===== src/pior_map.vh =====
`ifndef PIOR_MAP_VH
`define PIOR_MAP_VH
// ---------------------------------------------------------------
// register byte offsets
// ---------------------------------------------------------------
`define PIOR_OFF_CTRL      12'h000
`define PIOR_OFF_STATUS    12'h004
`define PIOR_OFF_IRQ_STAT  12'h008
`define PIOR_OFF_IRQ_MASK  12'h00C
`define PIOR_OFF_VOLTAGE   12'h010
`define PIOR_OFF_WIN_LOW   12'h014
`define PIOR_OFF_WIN_HIGH  12'h018
`define PIOR_OFF_FHOLD     12'h01C
`define PIOR_OFF_BHOLD     12'h020
`define PIOR_OFF_FAULT     12'h024
// ---------------------------------------------------------------
// control fields
// ---------------------------------------------------------------
`define PIOR_CTRL_MODE_LSB 0
`define PIOR_CTRL_MODE_MSB 1
`define PIOR_CTRL_MODE_RST 2'b00
`define PIOR_MODE_LATCHED  2'b00
`define PIOR_MODE_LATCHALT 2'b01
`define PIOR_MODE_TIMED    2'b10
// ---------------------------------------------------------------
// fault event register fields (write one to raise)
// ---------------------------------------------------------------
`define PIOR_FLT_ANY       0
`define PIOR_FLT_BARE      1
`define PIOR_FLT_PANEL_CLR 2
// ---------------------------------------------------------------
// interrupt bits
// ---------------------------------------------------------------
`define PIOR_IRQ_FAULT     0
`define PIOR_IRQ_BARE      1
`define PIOR_IRQ_PERMIT    2
`define PIOR_IRQ_CLEAR     3
`define PIOR_IRQ_W         4
// ---------------------------------------------------------------
// thresholds, times, resets
// ---------------------------------------------------------------
`define PIOR_HV_PRESENT_V  16'd500
`define PIOR_WIN_LOW_RST   16'h0000
`define PIOR_WIN_HIGH_RST  16'hFFFF
`define PIOR_HOLD_RST      16'h000A
`define PIOR_CLK_HZ        10000000
`define PIOR_CLEAR_MIN_MS  50
`define PIOR_PERMIT_MS     5
`define PIOR_MS_DIV        10000
`endif


===== src/pior_debounce.v =====
`timescale 1ns/100ps
`include "pior_map.vh"
module pior_debounce #(
  parameter CNT_W  = 20,
  parameter STABLE = 1000
) (
  // clock and reset
  input  wire CLK_I,
  input  wire SRST_I,
  // contact
  input  wire pin_i,
  output reg  level_o,
  output reg  rise_o,
  output reg  fall_o
);
  reg             s1_ff;
  reg             s2_ff;
  reg             s3_ff;
  reg [CNT_W-1:0] cnt_ff;

  // ---------------------------------------------------------------
  // three-stage sync; change counts when stages two and three agree
  // ---------------------------------------------------------------
  always @(posedge CLK_I) begin
    if (SRST_I) begin
      s1_ff   <= 1'b0;
      s2_ff   <= 1'b0;
      s3_ff   <= 1'b0;
      cnt_ff  <= {CNT_W{1'b0}};
      level_o <= 1'b0;
      rise_o  <= 1'b0;
      fall_o  <= 1'b0;
    end else begin
      s1_ff  <= pin_i;
      s2_ff  <= s1_ff;
      s3_ff  <= s2_ff;
      rise_o <= 1'b0;
      fall_o <= 1'b0;
      // level must stay stable longer than the minimum before it is taken
      if (s2_ff != s3_ff || s3_ff == level_o) begin
        cnt_ff <= {CNT_W{1'b0}};
      end else if (cnt_ff == STABLE[CNT_W-1:0]) begin
        cnt_ff  <= {CNT_W{1'b0}};
        level_o <= s3_ff;
        rise_o  <= s3_ff;
        fall_o  <= ~s3_ff;
      end else begin
        cnt_ff <= cnt_ff + {{(CNT_W-1){1'b0}}, 1'b1};
      end
    end
  end
endmodule


===== src/pior_alarm.v =====
`timescale 1ns/100ps
`include "pior_map.vh"
module pior_alarm (
  // clock and reset
  input  wire        CLK_I,
  input  wire        SRST_I,
  // control
  input  wire        ms_tick_i,
  input  wire [1:0]  mode_i,
  input  wire [15:0] hold_ms_i,
  input  wire        fault_i,
  input  wire        clear_i,
  // relay
  output reg         relay_o
);
  reg [15:0] left_ff;
  wire       timed = (mode_i == `PIOR_MODE_TIMED);

  // ---------------------------------------------------------------
  // latched modes wait for a clear; timed mode counts down in ms
  // ---------------------------------------------------------------
  always @(posedge CLK_I) begin
    if (SRST_I) begin
      relay_o <= 1'b0;
      left_ff <= 16'h0000;
    end else if (fault_i) begin
      // a new fault wins over a clear in the same cycle
      relay_o <= 1'b1;
      left_ff <= hold_ms_i;
    end else if (relay_o && !timed && clear_i) begin
      relay_o <= 1'b0;
    end else if (relay_o && timed && ms_tick_i) begin
      if (left_ff <= 16'h0001) begin
        relay_o <= 1'b0;
        left_ff <= 16'h0000;
      end else begin
        left_ff <= left_ff - 16'h0001;
      end
    end
  end
endmodule


===== src/pior_top.v =====
// Functional notes
// RULE_01: high voltage is applied only while the permit contact stays closed; the code keeps it on until the opened contact has passed the debounce time.
// RULE_02: the outside party opens the permit contact when the line stops.
// RULE_03: a remote clear closure returns the fault relay to normal; in timed mode the code ignores the clear.
// RULE_04: the outside party holds the clear contact closed longer than 50 ms.
// RULE_05: hv present relay closes while measured voltage is above 500 V.
// RULE_06: any detected test fault activates the fault alarm relay.
// RULE_07: latched modes keep the fault relay until panel or remote clear.
// RULE_08: timed mode releases the fault relay after its hold time.
// RULE_09: window relay closes only while voltage lies between low and high.
// RULE_10: a bare conductor fault activates its own relay independently.
// RULE_11: latched modes keep the bare relay until panel or remote clear.
// RULE_12: timed mode releases the bare relay after its hold time.
// RULE_13: both contacts are synchronised and debounced by a counter.
//
// Our own choices: the address map and the APB interface to the registers.
`timescale 1ns/100ps
`include "pior_map.vh"
module pior_top #(
  parameter CLEAR_CYC  = (`PIOR_CLK_HZ / 1000) * `PIOR_CLEAR_MIN_MS,
  parameter PERMIT_CYC = (`PIOR_CLK_HZ / 1000) * `PIOR_PERMIT_MS,
  parameter MS_DIV     = `PIOR_MS_DIV
) (
  // clock and reset
  input  wire        CLK_I,
  input  wire        SRST_I,
  // apb slave
  input  wire        PSEL_I,
  input  wire        PENABLE_I,
  input  wire        PWRITE_I,
  input  wire [11:0] PADDR_I,
  input  wire [31:0] PWDATA_I,
  output reg  [31:0] PRDATA_O,
  output reg         PREADY_O,
  output reg         PSLVERR_O,
  // contacts
  input  wire        HV_PERMIT_INPUT_I,
  input  wire        REMOTE_CLEAR_INPUT_I,
  // relays and high voltage control
  output reg         HV_DRIVE_O,
  output reg         HV_PRESENT_RELAY_O,
  output reg         FAULT_ALARM_RELAY_O,
  output reg         VOLTAGE_WINDOW_RELAY_O,
  output reg         BARE_CONDUCTOR_RELAY_O,
  // interrupt
  output reg         IRQ_O
);
  // ---------------------------------------------------------------
  // register state
  // ---------------------------------------------------------------
  reg [1:0]           mode_ff;
  reg [15:0]          volt_ff;
  reg [15:0]          win_low_ff;
  reg [15:0]          win_high_ff;
  reg [15:0]          fhold_ff;
  reg [15:0]          bhold_ff;
  reg                 any_evt_ff;
  reg                 bare_evt_ff;
  reg                 panel_clr_ff;
  reg [`PIOR_IRQ_W-1:0] irq_stat_ff;
  reg [`PIOR_IRQ_W-1:0] irq_mask_ff;
  reg [13:0]          div_ff;
  reg                 ms_tick_ff;
  reg [31:0]          nxt_rdata;
  wire                permit_lvl;
  wire                permit_rise;
  wire                permit_fall;
  wire                clear_lvl;
  wire                clear_rise;
  wire                fault_rly;
  wire                bare_rly;
  wire                wr_acc;
  wire                rd_acc;
  wire                hit;
  wire                clear_any;
  wire [`PIOR_IRQ_W-1:0] irq_set;
  wire                stat_wr;
  reg                 nxt_hv_drive;
  reg                 nxt_present;
  reg                 nxt_window;
  reg                 nxt_fault_rly;
  reg                 nxt_bare_rly;
  reg [`PIOR_IRQ_W-1:0] nxt_irq_stat;

  function in_map;
    input [11:0] a;
    begin
      in_map = (a[1:0] == 2'b00) && (a <= `PIOR_OFF_FAULT);
    end
  endfunction

  // ---------------------------------------------------------------
  // contact inputs
  // ---------------------------------------------------------------
  pior_debounce #(.CNT_W(20), .STABLE(PERMIT_CYC)) u_permit ( // RULE_13
    .CLK_I   (CLK_I),
    .SRST_I  (SRST_I),
    .pin_i   (HV_PERMIT_INPUT_I),
    .level_o (permit_lvl),
    .rise_o  (permit_rise),
    .fall_o  (permit_fall)
  );

  // a clear is accepted only once held longer than the minimum
  pior_debounce #(.CNT_W(20), .STABLE(CLEAR_CYC + 1)) u_clear ( // RULE_13
    .CLK_I   (CLK_I),
    .SRST_I  (SRST_I),
    .pin_i   (REMOTE_CLEAR_INPUT_I),
    .level_o (clear_lvl),
    .rise_o  (clear_rise),
    .fall_o  ()
  );

  assign clear_any = clear_rise | panel_clr_ff; // RULE_03

  // ---------------------------------------------------------------
  // millisecond enable
  // ---------------------------------------------------------------
  always @(posedge CLK_I) begin
    if (SRST_I) begin
      div_ff     <= 14'h0000;
      ms_tick_ff <= 1'b0;
    end else if (div_ff == MS_DIV[13:0] - 14'h0001) begin
      div_ff     <= 14'h0000;
      ms_tick_ff <= 1'b1;
    end else begin
      div_ff     <= div_ff + 14'h0001;
      ms_tick_ff <= 1'b0;
    end
  end

  // ---------------------------------------------------------------
  // alarm relays
  // ---------------------------------------------------------------
  pior_alarm u_fault ( // RULE_06 RULE_07 RULE_08
    .CLK_I     (CLK_I),
    .SRST_I    (SRST_I),
    .ms_tick_i (ms_tick_ff),
    .mode_i    (mode_ff),
    .hold_ms_i (fhold_ff),
    .fault_i   (any_evt_ff),
    .clear_i   (clear_any),
    .relay_o   (fault_rly)
  );

  pior_alarm u_bare ( // RULE_10 RULE_11 RULE_12
    .CLK_I     (CLK_I),
    .SRST_I    (SRST_I),
    .ms_tick_i (ms_tick_ff),
    .mode_i    (mode_ff),
    .hold_ms_i (bhold_ff),
    .fault_i   (bare_evt_ff),
    .clear_i   (clear_any),
    .relay_o   (bare_rly)
  );

  // ---------------------------------------------------------------
  // relay outputs
  // ---------------------------------------------------------------
  always @* begin
    // supply is dropped once the permit contact has stayed open for the debounce time
    nxt_hv_drive  = permit_lvl; // RULE_01 RULE_02
    nxt_present   = (volt_ff > `PIOR_HV_PRESENT_V); // RULE_05
    nxt_window    = (volt_ff >= win_low_ff) && (volt_ff <= win_high_ff); // RULE_09
    nxt_fault_rly = fault_rly;
    nxt_bare_rly  = bare_rly;
  end

  // every relay pin comes from a flop so no decode glitch reaches a contact
  always @(posedge CLK_I) begin
    if (SRST_I) begin
      HV_DRIVE_O             <= 1'b0;
      HV_PRESENT_RELAY_O     <= 1'b0;
      FAULT_ALARM_RELAY_O    <= 1'b0;
      VOLTAGE_WINDOW_RELAY_O <= 1'b0;
      BARE_CONDUCTOR_RELAY_O <= 1'b0;
    end else begin
      HV_DRIVE_O             <= nxt_hv_drive;
      HV_PRESENT_RELAY_O     <= nxt_present;
      FAULT_ALARM_RELAY_O    <= nxt_fault_rly;
      VOLTAGE_WINDOW_RELAY_O <= nxt_window;
      BARE_CONDUCTOR_RELAY_O <= nxt_bare_rly;
    end
  end

  // ---------------------------------------------------------------
  // apb slave: zero wait states, error on unmapped or misaligned
  // ---------------------------------------------------------------
  assign wr_acc = PSEL_I & PENABLE_I & PWRITE_I;
  assign rd_acc = PSEL_I & ~PENABLE_I & ~PWRITE_I;
  assign hit    = in_map(PADDR_I);

  assign irq_set = {clear_rise, permit_fall | permit_rise, bare_evt_ff, any_evt_ff};

  // ---------------------------------------------------------------
  // interrupt status: sticky, write one to clear, set wins
  // ---------------------------------------------------------------
  assign stat_wr = wr_acc & (PADDR_I == `PIOR_OFF_IRQ_STAT);

  always @* begin
    nxt_irq_stat = irq_stat_ff;
    if (stat_wr) begin
      nxt_irq_stat = nxt_irq_stat & ~PWDATA_I[`PIOR_IRQ_W-1:0];
    end
    // an event in the same cycle as its clear must not be lost
    nxt_irq_stat = nxt_irq_stat | irq_set;
  end

  // ---------------------------------------------------------------
  // configuration registers
  // ---------------------------------------------------------------
  always @(posedge CLK_I) begin
    if (SRST_I) begin
      mode_ff     <= `PIOR_CTRL_MODE_RST;
      volt_ff     <= 16'h0000;
      win_low_ff  <= `PIOR_WIN_LOW_RST;
      win_high_ff <= `PIOR_WIN_HIGH_RST;
      fhold_ff    <= `PIOR_HOLD_RST;
      bhold_ff    <= `PIOR_HOLD_RST;
      irq_stat_ff <= {`PIOR_IRQ_W{1'b0}};
      irq_mask_ff <= {`PIOR_IRQ_W{1'b0}};
    end else begin
      irq_stat_ff <= nxt_irq_stat;
      if (wr_acc && hit) begin
        case (PADDR_I)
          `PIOR_OFF_CTRL:     mode_ff     <= PWDATA_I[`PIOR_CTRL_MODE_MSB:`PIOR_CTRL_MODE_LSB];
          `PIOR_OFF_IRQ_MASK: irq_mask_ff <= PWDATA_I[`PIOR_IRQ_W-1:0];
          `PIOR_OFF_VOLTAGE:  volt_ff     <= PWDATA_I[15:0];
          `PIOR_OFF_WIN_LOW:  win_low_ff  <= PWDATA_I[15:0];
          `PIOR_OFF_WIN_HIGH: win_high_ff <= PWDATA_I[15:0];
          `PIOR_OFF_FHOLD:    fhold_ff    <= PWDATA_I[15:0];
          `PIOR_OFF_BHOLD:    bhold_ff    <= PWDATA_I[15:0];
          default: ;
        endcase
      end
    end
  end

  // ---------------------------------------------------------------
  // fault events: write-one pulses that stand for a single cycle
  // ---------------------------------------------------------------
  always @(posedge CLK_I) begin
    if (SRST_I) begin
      any_evt_ff   <= 1'b0;
      bare_evt_ff  <= 1'b0;
      panel_clr_ff <= 1'b0;
    end else if (wr_acc && PADDR_I == `PIOR_OFF_FAULT) begin
      // a bare conductor fault is also a test fault
      any_evt_ff   <= PWDATA_I[`PIOR_FLT_ANY] | PWDATA_I[`PIOR_FLT_BARE];
      bare_evt_ff  <= PWDATA_I[`PIOR_FLT_BARE];
      panel_clr_ff <= PWDATA_I[`PIOR_FLT_PANEL_CLR];
    end else begin
      any_evt_ff   <= 1'b0;
      bare_evt_ff  <= 1'b0;
      panel_clr_ff <= 1'b0;
    end
  end

  // ---------------------------------------------------------------
  // read mux
  // ---------------------------------------------------------------
  always @* begin
    nxt_rdata = 32'h0000_0000;
    case (PADDR_I)
      `PIOR_OFF_CTRL:     nxt_rdata[1:0]  = mode_ff;
      `PIOR_OFF_STATUS:   nxt_rdata[6:0]  = {clear_lvl, permit_lvl, BARE_CONDUCTOR_RELAY_O,
                                             VOLTAGE_WINDOW_RELAY_O, FAULT_ALARM_RELAY_O,
                                             HV_PRESENT_RELAY_O, HV_DRIVE_O};
      `PIOR_OFF_IRQ_STAT: nxt_rdata[`PIOR_IRQ_W-1:0] = irq_stat_ff;
      `PIOR_OFF_IRQ_MASK: nxt_rdata[`PIOR_IRQ_W-1:0] = irq_mask_ff;
      `PIOR_OFF_VOLTAGE:  nxt_rdata[15:0] = volt_ff;
      `PIOR_OFF_WIN_LOW:  nxt_rdata[15:0] = win_low_ff;
      `PIOR_OFF_WIN_HIGH: nxt_rdata[15:0] = win_high_ff;
      `PIOR_OFF_FHOLD:    nxt_rdata[15:0] = fhold_ff;
      `PIOR_OFF_BHOLD:    nxt_rdata[15:0] = bhold_ff;
      default:            nxt_rdata = 32'h0000_0000;
    endcase
  end

  // ---------------------------------------------------------------
  // bus response and interrupt line
  // ---------------------------------------------------------------
  // ready is raised in the setup cycle so the access phase ends at once
  always @(posedge CLK_I) begin
    if (SRST_I) begin
      PRDATA_O  <= 32'h0000_0000;
      PREADY_O  <= 1'b0;
      PSLVERR_O <= 1'b0;
      IRQ_O     <= 1'b0;
    end else begin
      PREADY_O  <= PSEL_I & ~PENABLE_I;
      PSLVERR_O <= PSEL_I & ~PENABLE_I & ~hit;
      if (rd_acc) begin
        PRDATA_O <= hit ? nxt_rdata : 32'h0000_0000;
      end
      IRQ_O <= |(irq_stat_ff & irq_mask_ff);
    end
  end
endmodule


===== config.mk =====
export PLATFORM = sky130hd
export DESIGN_NAME = pior_top
export DESIGN_NICKNAME = d
export VERILOG_FILES = /design/src/pior_debounce.v /design/src/pior_alarm.v /design/src/pior_top.v
export VERILOG_INCLUDE_DIRS = /design/src
export SDC_FILE = /design/constraint.sdc
export NUM_CORES = 1
export LEC_CHECK = 0
export BUFFER_PORTS_ARGS = -buffer_cell sky130_fd_sc_hd__clkbuf_2
export CORE_ASPECT_RATIO = 0.7
export CORE_MARGIN = 2
export CORE_UTILIZATION = 50
export CTS_CLUSTER_DIAMETER = 150
export DETAILED_ROUTE_END_ITERATION = 8
export GPL_TIMING_DRIVEN = 1
export PLACE_DENSITY = 0.8
export SLEW_MARGIN = 20
export SYNTH_ARGS = -nofsm -noshare
export SYNTH_HDL_FRONTEND = slang
export SYNTH_HIERARCHICAL = 1
export SYNTH_SLANG_ARGS = --single-unit

===== constraint.sdc =====
create_clock -name CLK_I -period 3.28 [get_ports CLK_I]
set_clock_uncertainty 0.15 [all_clocks]
set_input_delay 0.656 -clock CLK_I [delete_from_list [all_inputs] [get_ports CLK_I]]
set_output_delay 0.656 -clock CLK_I [all_outputs]
set_load 0.005 [all_outputs]

## Word level (Yosys, flattened, before mapping)

Index checks and enable logic that the tools add are counted.

- Register bits: 233
- Logic and storage cells: 157

- Add/sub/neg operators: 5
- $lt $le $gt $ge: 6
- Equal/unequal tests: 19
- Mux-type cells: 23
- Bitwise gates (word level): 22
- Reductions and logical operators: 43

Operators with widths:

| kind | number |
|---|---|
| two-way mux 16 bit | 9 |
| == test 12 x 5 -> 1 bit, second input constant | 4 |
| one-hot mux 9 bit (5 select lines) | 1 |
| adder 20 x 1 -> 20 bit, second input constant | 2 |
| less-or-equal comparator 16 x 1 -> 1 bit, second input constant | 2 |
| subtractor 16 x 1 -> 16 bit, second input constant | 2 |
| AND reduction 2 bit | 13 |
| == test 12 x 4 -> 1 bit, second input constant | 2 |
| == test 12 x 6 -> 1 bit, second input constant | 2 |
| == test 20 x 16 -> 1 bit, second input constant | 1 |
| == test 20 x 19 -> 1 bit, second input constant | 1 |
| one-hot mux 2 bit (9 select lines) | 1 |
| one-hot mux 3 bit (6 select lines) | 1 |
| greater-or-equal comparator 16 bit | 1 |
| greater-than comparator 16 x 9 -> 1 bit, second input constant | 1 |
| less-or-equal comparator 16 bit | 1 |
| one-hot mux 2 bit (8 select lines) | 1 |
| adder 14 x 1 -> 14 bit, second input constant | 1 |
| == test 14 bit, second input constant | 1 |
| == test 12 x 3 -> 1 bit, second input constant | 1 |
| less-or-equal comparator 12 x 6 -> 1 bit, second input constant | 1 |
| logical AND 1 bit | 12 |
| zero test 12 bit | 1 |
| nonzero test 3 bit | 4 |
| other kinds (19) | 52 |

## Longest topological paths before layout

Gate-level depths: netlist of the first run.

- Word-level depth: 6
- Mapped depth: 10

## Hierarchy

The synthesis of the first run kept the hierarchy.

Modules (own cells, without submodules):

| module | instances | cells each | area each (um^2) | sequential area each (um^2) |
|---|---|---|---|---|
| pior_top | 1 | 756 | 6547.5 | 2642.5 |
| pior_alarm | 2 | 123 | 1074.8 | 340.3 |
| pior_debounce at u_permit | 1 | 127 | 1167.4 | 520.5 |
| pior_debounce at u_clear | 1 | 127 | 1157.4 | 520.5 |

## Worst setup path before layout of the first run

Ideal clock, no wire load.

- Path type: in2reg
- Start: input port PADDR_I[3]
- End: register volt_ff[10]
- Arrival time: 2.315 ns
- Slack: 0.688 ns
- Cell stages on the path: 7
- Path through: buf_4 > or3_4 > or2_1 > nor4_4 > buf_6 > mux2i_1 > nor2_1

- Cells in the longest elaborated chain, start to end: 4

RTL lines:

| what | RTL line | text |
|---|---|---|
| start, declared | pior_top.v:31 | `input wire [11:0] PADDR_I,` |
| less-or-equal comparator 12 x 6 -> 1 bit (no line) | n/a |  |
| logical AND 1 bit | pior_top.v:88 | `` in_map = (a[1:0] == 2'b00) && (a <= `PIOR_OFF_FAULT); `` |
| logical AND 1 bit | pior_top.v:224 | `if (wr_acc && hit) begin` |
| AND reduction 2 bit (no line) * | n/a |  |
| end signal, assigned | pior_top.v:228 | `` `PIOR_OFF_VOLTAGE: volt_ff <= PWDATA_I[15:0]; `` |
| end, declared | pior_top.v:52 | `reg [15:0] volt_ff;` |

Every way passes the cells marked *; elsewhere a longest branch is shown, timed or not.
A chain may end at the register's enable or synchronous reset.

## Worst setup path in the final report of the first run

- Start: input port PADDR_I[4]
- End: register win_low_ff[10]

- Cells in the longest elaborated chain, start to end: 4

RTL lines:

| what | RTL line | text |
|---|---|---|
| less-or-equal comparator 12 x 6 -> 1 bit (no line) | n/a |  |
| logical AND 1 bit | pior_top.v:88 |  |
| logical AND 1 bit | pior_top.v:224 |  |
| AND reduction 2 bit (no line) * | n/a |  |
| end signal, assigned | pior_top.v:216 | `` win_low_ff <= `PIOR_WIN_LOW_RST; `` |
| end signal, assigned | pior_top.v:229 | `` `PIOR_OFF_WIN_LOW: win_low_ff <= PWDATA_I[15:0]; `` |
| end, declared | pior_top.v:53 | `reg [15:0] win_low_ff;` |

Marks and branches as above.

==> flow_summary_export.csv, run 1 <==
group,metric,value,unit
run_status,outcome,"complete, no violations",
route,drtIter0Drc,1168,
clock_network,clkTransAtPathRegs,0.06,ns
timing,clock.fmax,0.424,GHz
synth,ys_warn_count,6,
die,rows,45,
pwr,p_leak,4.61,nW
setup_path,worst-path-max-fanout,16,
global_routing,grt_max_degree,77,
clock_network,cts_max_level,1,
synth,syn-cell-area,11000,µm²
timing,tightestPinTransition,1.02,ns
pwr,powerDensity,454,nW/µm²
timing,finalSetupTns,0,ns
setup_path,critPathLaunchType,"primary input",
global_routing,antenna_found_initial,0,
clock_network,post_cts.repair.setup_buffers,0,
clock_network,numClockSinks,217,
route,wire_per_inst,18.1,µm
cells_and_area,layout_common_cells,"dfxtp_1, nor2_1, nand2_1, inv_1, a21oi_1",
cells_and_area,syn_to_final_growth,12.3,%
route,drt-total-wl,29.0,mm
route,first_pass_iters,7,
timing,hold_viol,0,
clock_network,worstSkewPairLatency,0.51,ns
clock_network,cts_tree,"built",
route,postRouteAntennaNets,0,
die,die_area,23200,µm²
route,vias,9557,
timing,min_period_over_period,72.0,%
route,vias_per_cell,5.98,
worst_hold_path,hp-class,"in2reg",
clock_network,cts-root-buf,"clkbuf_16",
global_routing,grt_use_total,24.7,%
cells_and_area,utilization,57.1,%
clock_network,clockBufferDepth,3,
setup_path,arrival,2.58,ns
place,gp_congestion,0.928,
synth,syn_inst,1254,
place,io_buffers,58,
route,drc,0,
cells_and_area,layout-drive-gt1-share,12.6,%
die,io_pins,91,
run,drv_cap,0,
setup_path,worstSetupEndpointType,"flip-flop",
setup_path,critPathRequiredTime,3.50,ns
die,initial_utilization,50.9,%
synth,syn_area_per_cell,8.77,µm²
place,hpwl,20.9,mm
cells_and_area,nets,1393,
die,core_area,21600,µm²
global_routing,gr-total-overflow,0,
global_routing,grt_pass1_wl,46.7,mm
clock_network,cts_resized,0,
die,die_h,128,µm
cells_and_area,final_common_cell,"dfxtp_1",
clock_network,cts_buffers,22,
timing,maxSlewViolCount,0,
timing,max_slew_margin,31.7,%
cells_and_area,diodes,0,
timing,setup_violations,0,
global_routing,grt_pass1_vias,8755,
clock_network,cts_hold_buf,0,
pwr,ir_drop,0.000551,V
timing,rsz0062_at_grt,"false",
setup_path,critPathKind,"in2reg",
timing,fin_crit,2.36,ns
die,die_w,181,µm
-- metal layers --
metal | wire [µm] | track usage [%] | share of wire, %
met1 | 13600 | 36.6 | 47
met2 | 12100 | 36.1 | 42
met3 | 2630 | 5.20 | 9.1
met4 | 690 | 6.89 | 2.4
met5 | 0 | 0 | 0
-- cell type report --
| type | count | area [µm²] |
|---|---|---|
| clock inverters | 7 | 163 |
| clock buffers | 31 | 636 |
| inverters | 66 | 248 |
| well taps | 282 | 353 |
| repair buffers | 83 | 518 |
| multi-input cells | 911 | 6090 |
| flip-flops and latches | 217 | 4340 |
| fillers | 1944 | 9270 |
-- path summary, 6_finish.rpt --
kind	start	endpoint	slack, ns	cells past startpoint
setup / recovery	PADDR_I[4]	win_low_ff[10]	0.92	7
hold reg to reg	u_permit/fall_o	irq_stat_ff[2]	0.30	2
setup reg to reg	u_clear/cnt_ff[0]	u_clear/cnt_ff[18]	1.10	5
hold / removal	REMOTE_CLEAR_INPUT_I	u_clear/s1_ff	0.22	2
-- power breakdown --
| group | total (mW) | leakage, nW | switching [mW] | internal [mW] |
|---|---|---|---|---|
| sequential | 2.65 | 1.75 | 0.00657 | 2.64 |
| clock | 2.79 | 0.386 | 1.05 | 1.74 |
| combinational | 0.175 | 2.47 | 0.126 | 0.0493 |
-- registers in the layout (all words and copies together) (netlist names), 2 cells and up --
register and flops:
PRDATA_O 16, bhold_ff 16, div_ff 14, fhold_ff 16, irq_mask_ff 4, irq_stat_ff 4
mode_ff 2, u_bare/left_ff 16, u_clear/cnt_ff 20, u_fault/left_ff 16, u_permit/cnt_ff 20, volt_ff 16
win_high_ff 16, win_low_ff 16
-- worst max-delay path: stages --
cell and delay [ns]:
clkbuf_2 0.26, nor2b_1 0.49, nand3_1 0.34, nor4b_4 0.34
buf_12 0.21, mux2i_1 0.21, nor2_1 0.05
-- metrics by stage --
step / hold slack (ns) / power, mW / instances / instance area (µm²) / setup WS (ns)
floorplan: 0.264 / 2.81 / 1269 / 11100 / 0.688
global placement: 0.271 / 2.87 / 1559 / 11500 / 0.508
detailed placement: 0.297 / 2.88 / 1559 / 11500 / 0.452
CTS: 0.201 / 5.63 / 1597 / 12300 / 0.985
global route: 0.235 / 5.76 / 1597 / 12300 / 0.782
finish: 0.218 / 5.61 / 1597 / 12300 / 0.920
(Power assumes the default switching activity.)
==> inputs of run 2 (changes only) <==
--- a/config.mk
+++ b/config.mk
@@ -13,7 +13,7 @@
 export CTS_CLUSTER_DIAMETER = 150
 export DETAILED_ROUTE_END_ITERATION = 8
 export GPL_TIMING_DRIVEN = 1
-export PLACE_DENSITY = 0.8
+export PLACE_DENSITY = 0.82
 export SLEW_MARGIN = 20
 export SYNTH_ARGS = -nofsm -noshare
 export SYNTH_HDL_FRONTEND = slang
==> constraint.sdc (replaced) <==
create_clock -name CLK_I -period 2.1 [get_ports CLK_I]
set_clock_uncertainty 0.15 [all_clocks]
set_input_delay 0.42 -clock CLK_I [delete_from_list [all_inputs] [get_ports CLK_I]]
set_output_delay 0.42 -clock CLK_I [all_outputs]
set_load 0.005 [all_outputs]
==> run 2 against run 1 <==
Effect of this change:
- register-to-register slack lost 1.0 ns
- core utilization is 2.8 points higher
- via count grew 4.5%
- cell count up 4.4%
- combinational power grew 87%
- first-iteration DRC count shrank 3.4%
- flip-flop and latch count did not move
- highest routed layer unchanged
- hold slack lost 0.20 ns
- sequential power increased by 56%
==> flow_summary_export.csv, run 2 (synthesis gave the netlist of run 1 again) <==
group,metric,value,unit
die,core_area,21600,µm²
global_routing,gr-total-overflow,0,
timing,max_slew_margin,35.3,%
route,drtIter0Drc,1128,
cells_and_area,reg.largest.list,"u_clear/cnt_ff (20), u_permit/cnt_ff (20)",
die,rows,45,
timing,finalSetupTns,0,ns
clock_network,cts_max_level,1,
cells_and_area,final_common_cell,"dfxtp_1",
clock_network,worstSkewPairLatency,0.52,ns
run_status,outcome,"complete, no violations",
die,die_h,128,µm
global_routing,grt_use_total,26.4,%
global_routing,grt_max_degree,45,
place,io_buffers,58,
clock_network,clkTransAtPathRegs,0.06,ns
pwr,powerDensity,674,nW/µm²
setup_path,worstSetupEndpointType,"flip-flop",
route,first_pass_iters,6,
clock_network,cts_tree,"built",
place,place_ws,-0.336,ns
place,dp_cells,1626,
timing,fin_crit,2.02,ns
place,hpwl,22.5,mm
global_routing,grt_pass1_vias,9393,
global_routing,grt_pass1_wl,49.7,mm
cells_and_area,layout-drive-gt1-share,17.6,%
cells_and_area,final_cells,1667,
route,vias_per_cell,5.99,
timing,rsz0062_at_grt,"false",
setup_path,critPathRequiredTime,2.35,ns
timing,setup_violations,0,
pwr,ir_drop,0.000537,V
clock_network,cts_buffers,23,
timing,hold_viol,0,
global_routing,antenna_found_initial,0,
clock_network,post_cts.repair.setup_buffers,0,
die,io_pins,91,
timing,min_period_over_period,96.2,%
cells_and_area,regArea,4340,µm²
clock_network,clockBufferDepth,3,
cells_and_area,diodes,0,
clock_network,numClockSinks,217,
cells_and_area,multi_input_comb_area,6120,µm²
route,wire_per_inst,18.4,µm
cells_and_area,syn_to_final_growth,17.8,%
route,drc,0,
route,postRouteAntennaNets,0,
setup_path,critPathKind,"in2reg",
timing,maxSlewViolCount,0,
setup_path,arrival,2.27,ns
timing,setup_ws,0.0805,ns
cells_and_area,fill_cells,1862,
run,drv_cap,0,
cells_and_area,layout_common_cells,"dfxtp_1, nor2_1, nand2_1, buf_4, inv_1",
setup_path,critPathLaunchType,"primary input",
clock_network,cts-root-buf,"clkbuf_16",
setup_path,worst-path-max-fanout,6,
worst_hold_path,hp-class,"in2reg",
cells_and_area,nets,1462,
cells_and_area,utilization,59.9,%
timing,clock.fmax,0.495,GHz
die,die_area,23200,µm²
pwr,p_leak,4.97,nW
route,drt-total-wl,30.8,mm
die,die_w,181,µm
place,gp_congestion,0.963,
route,vias,9988,
die,initial_utilization,50.9,%
timing,tightestPinTransition,0.967,ns
==> run 2: cell types whose count changed in the layout (fill, tap and decap cells not counted), sizes merged <==
cell / previous run / this run
buf: 26 / 93
clkinv: 1 / 4
bufinv: 5 / 3
dlygate4sd3: 0 / 1
inv: 66 / 67
==> run 2: worst max-delay path, cell delays in order <==
cell and delay (ns):
clkbuf_2 0.11, nor4_4 0.32, buf_12 0.16, nand4_4 0.21, nor4_1 0.54, buf_4 0.22, mux2i_1 0.20, nor2_1 0.09
==> run 2: area by class of cell <==
| class | count | share of cell area [%] |
|---|---|---|
| clock buffers | 31 | 5.14 |
| clock inverters | 9 | 0.976 |
| inverters | 66 | 1.91 |
| multi-input cells | 911 | 47.3 |
| flip-flops and latches | 217 | 33.5 |
| well taps | 282 | 2.72 |
| repair buffers | 151 | 8.44 |
==> run 2: worst paths after layout <==
check               startpoint                     end  slack [ns]  cells past startpoint
max                 PADDR_I[7]              mode_ff[1]        0.08                      8
min          HV_PERMIT_INPUT_I          u_permit/s1_ff        0.01                      2
max reg2reg         volt_ff[0]  VOLTAGE_WINDOW_RELAY_O        0.09                      7
min reg2reg    u_permit/rise_o          irq_stat_ff[2]        0.30                      2
==> run 2: what timing repair did <==
action / in CTS / in global routing
endpoints found under the setup margin: 0 / 1
resized for setup: 0 / 1
hold endpoints to repair: 1 / 0
hold buffers: 1 / 0
==> run 2: stage by stage <==
stage / hold slack (ns) / total power [mW] / instance area (µm²)
after global routing: 0.00864 / 8.97 / 13000
final: 0.0133 / 8.73 / 13000
after global placement: 0.275 / 4.54 / 12100
after CTS: 0.00478 / 8.76 / 12900
after detailed placement: 0.287 / 4.54 / 12100
after floorplan: 0.264 / 4.40 / 11100
==> run 2: power breakdown <==
part	switching, mW	internal (mW)
Sequential	0.0103	4.13
Clock	1.69	2.58
Combinational	0.218	0.109
Total	1.91	6.82
==> run 2: routing by layer <==
metal  GRT usage [%]  up-vias  wire length, µm
li1                -     4702                -
met1            38.4     4776            14100
met2            39.9      443            13000
met3            5.31       67             2920
met4            6.89        0              724
met5               0        -                0
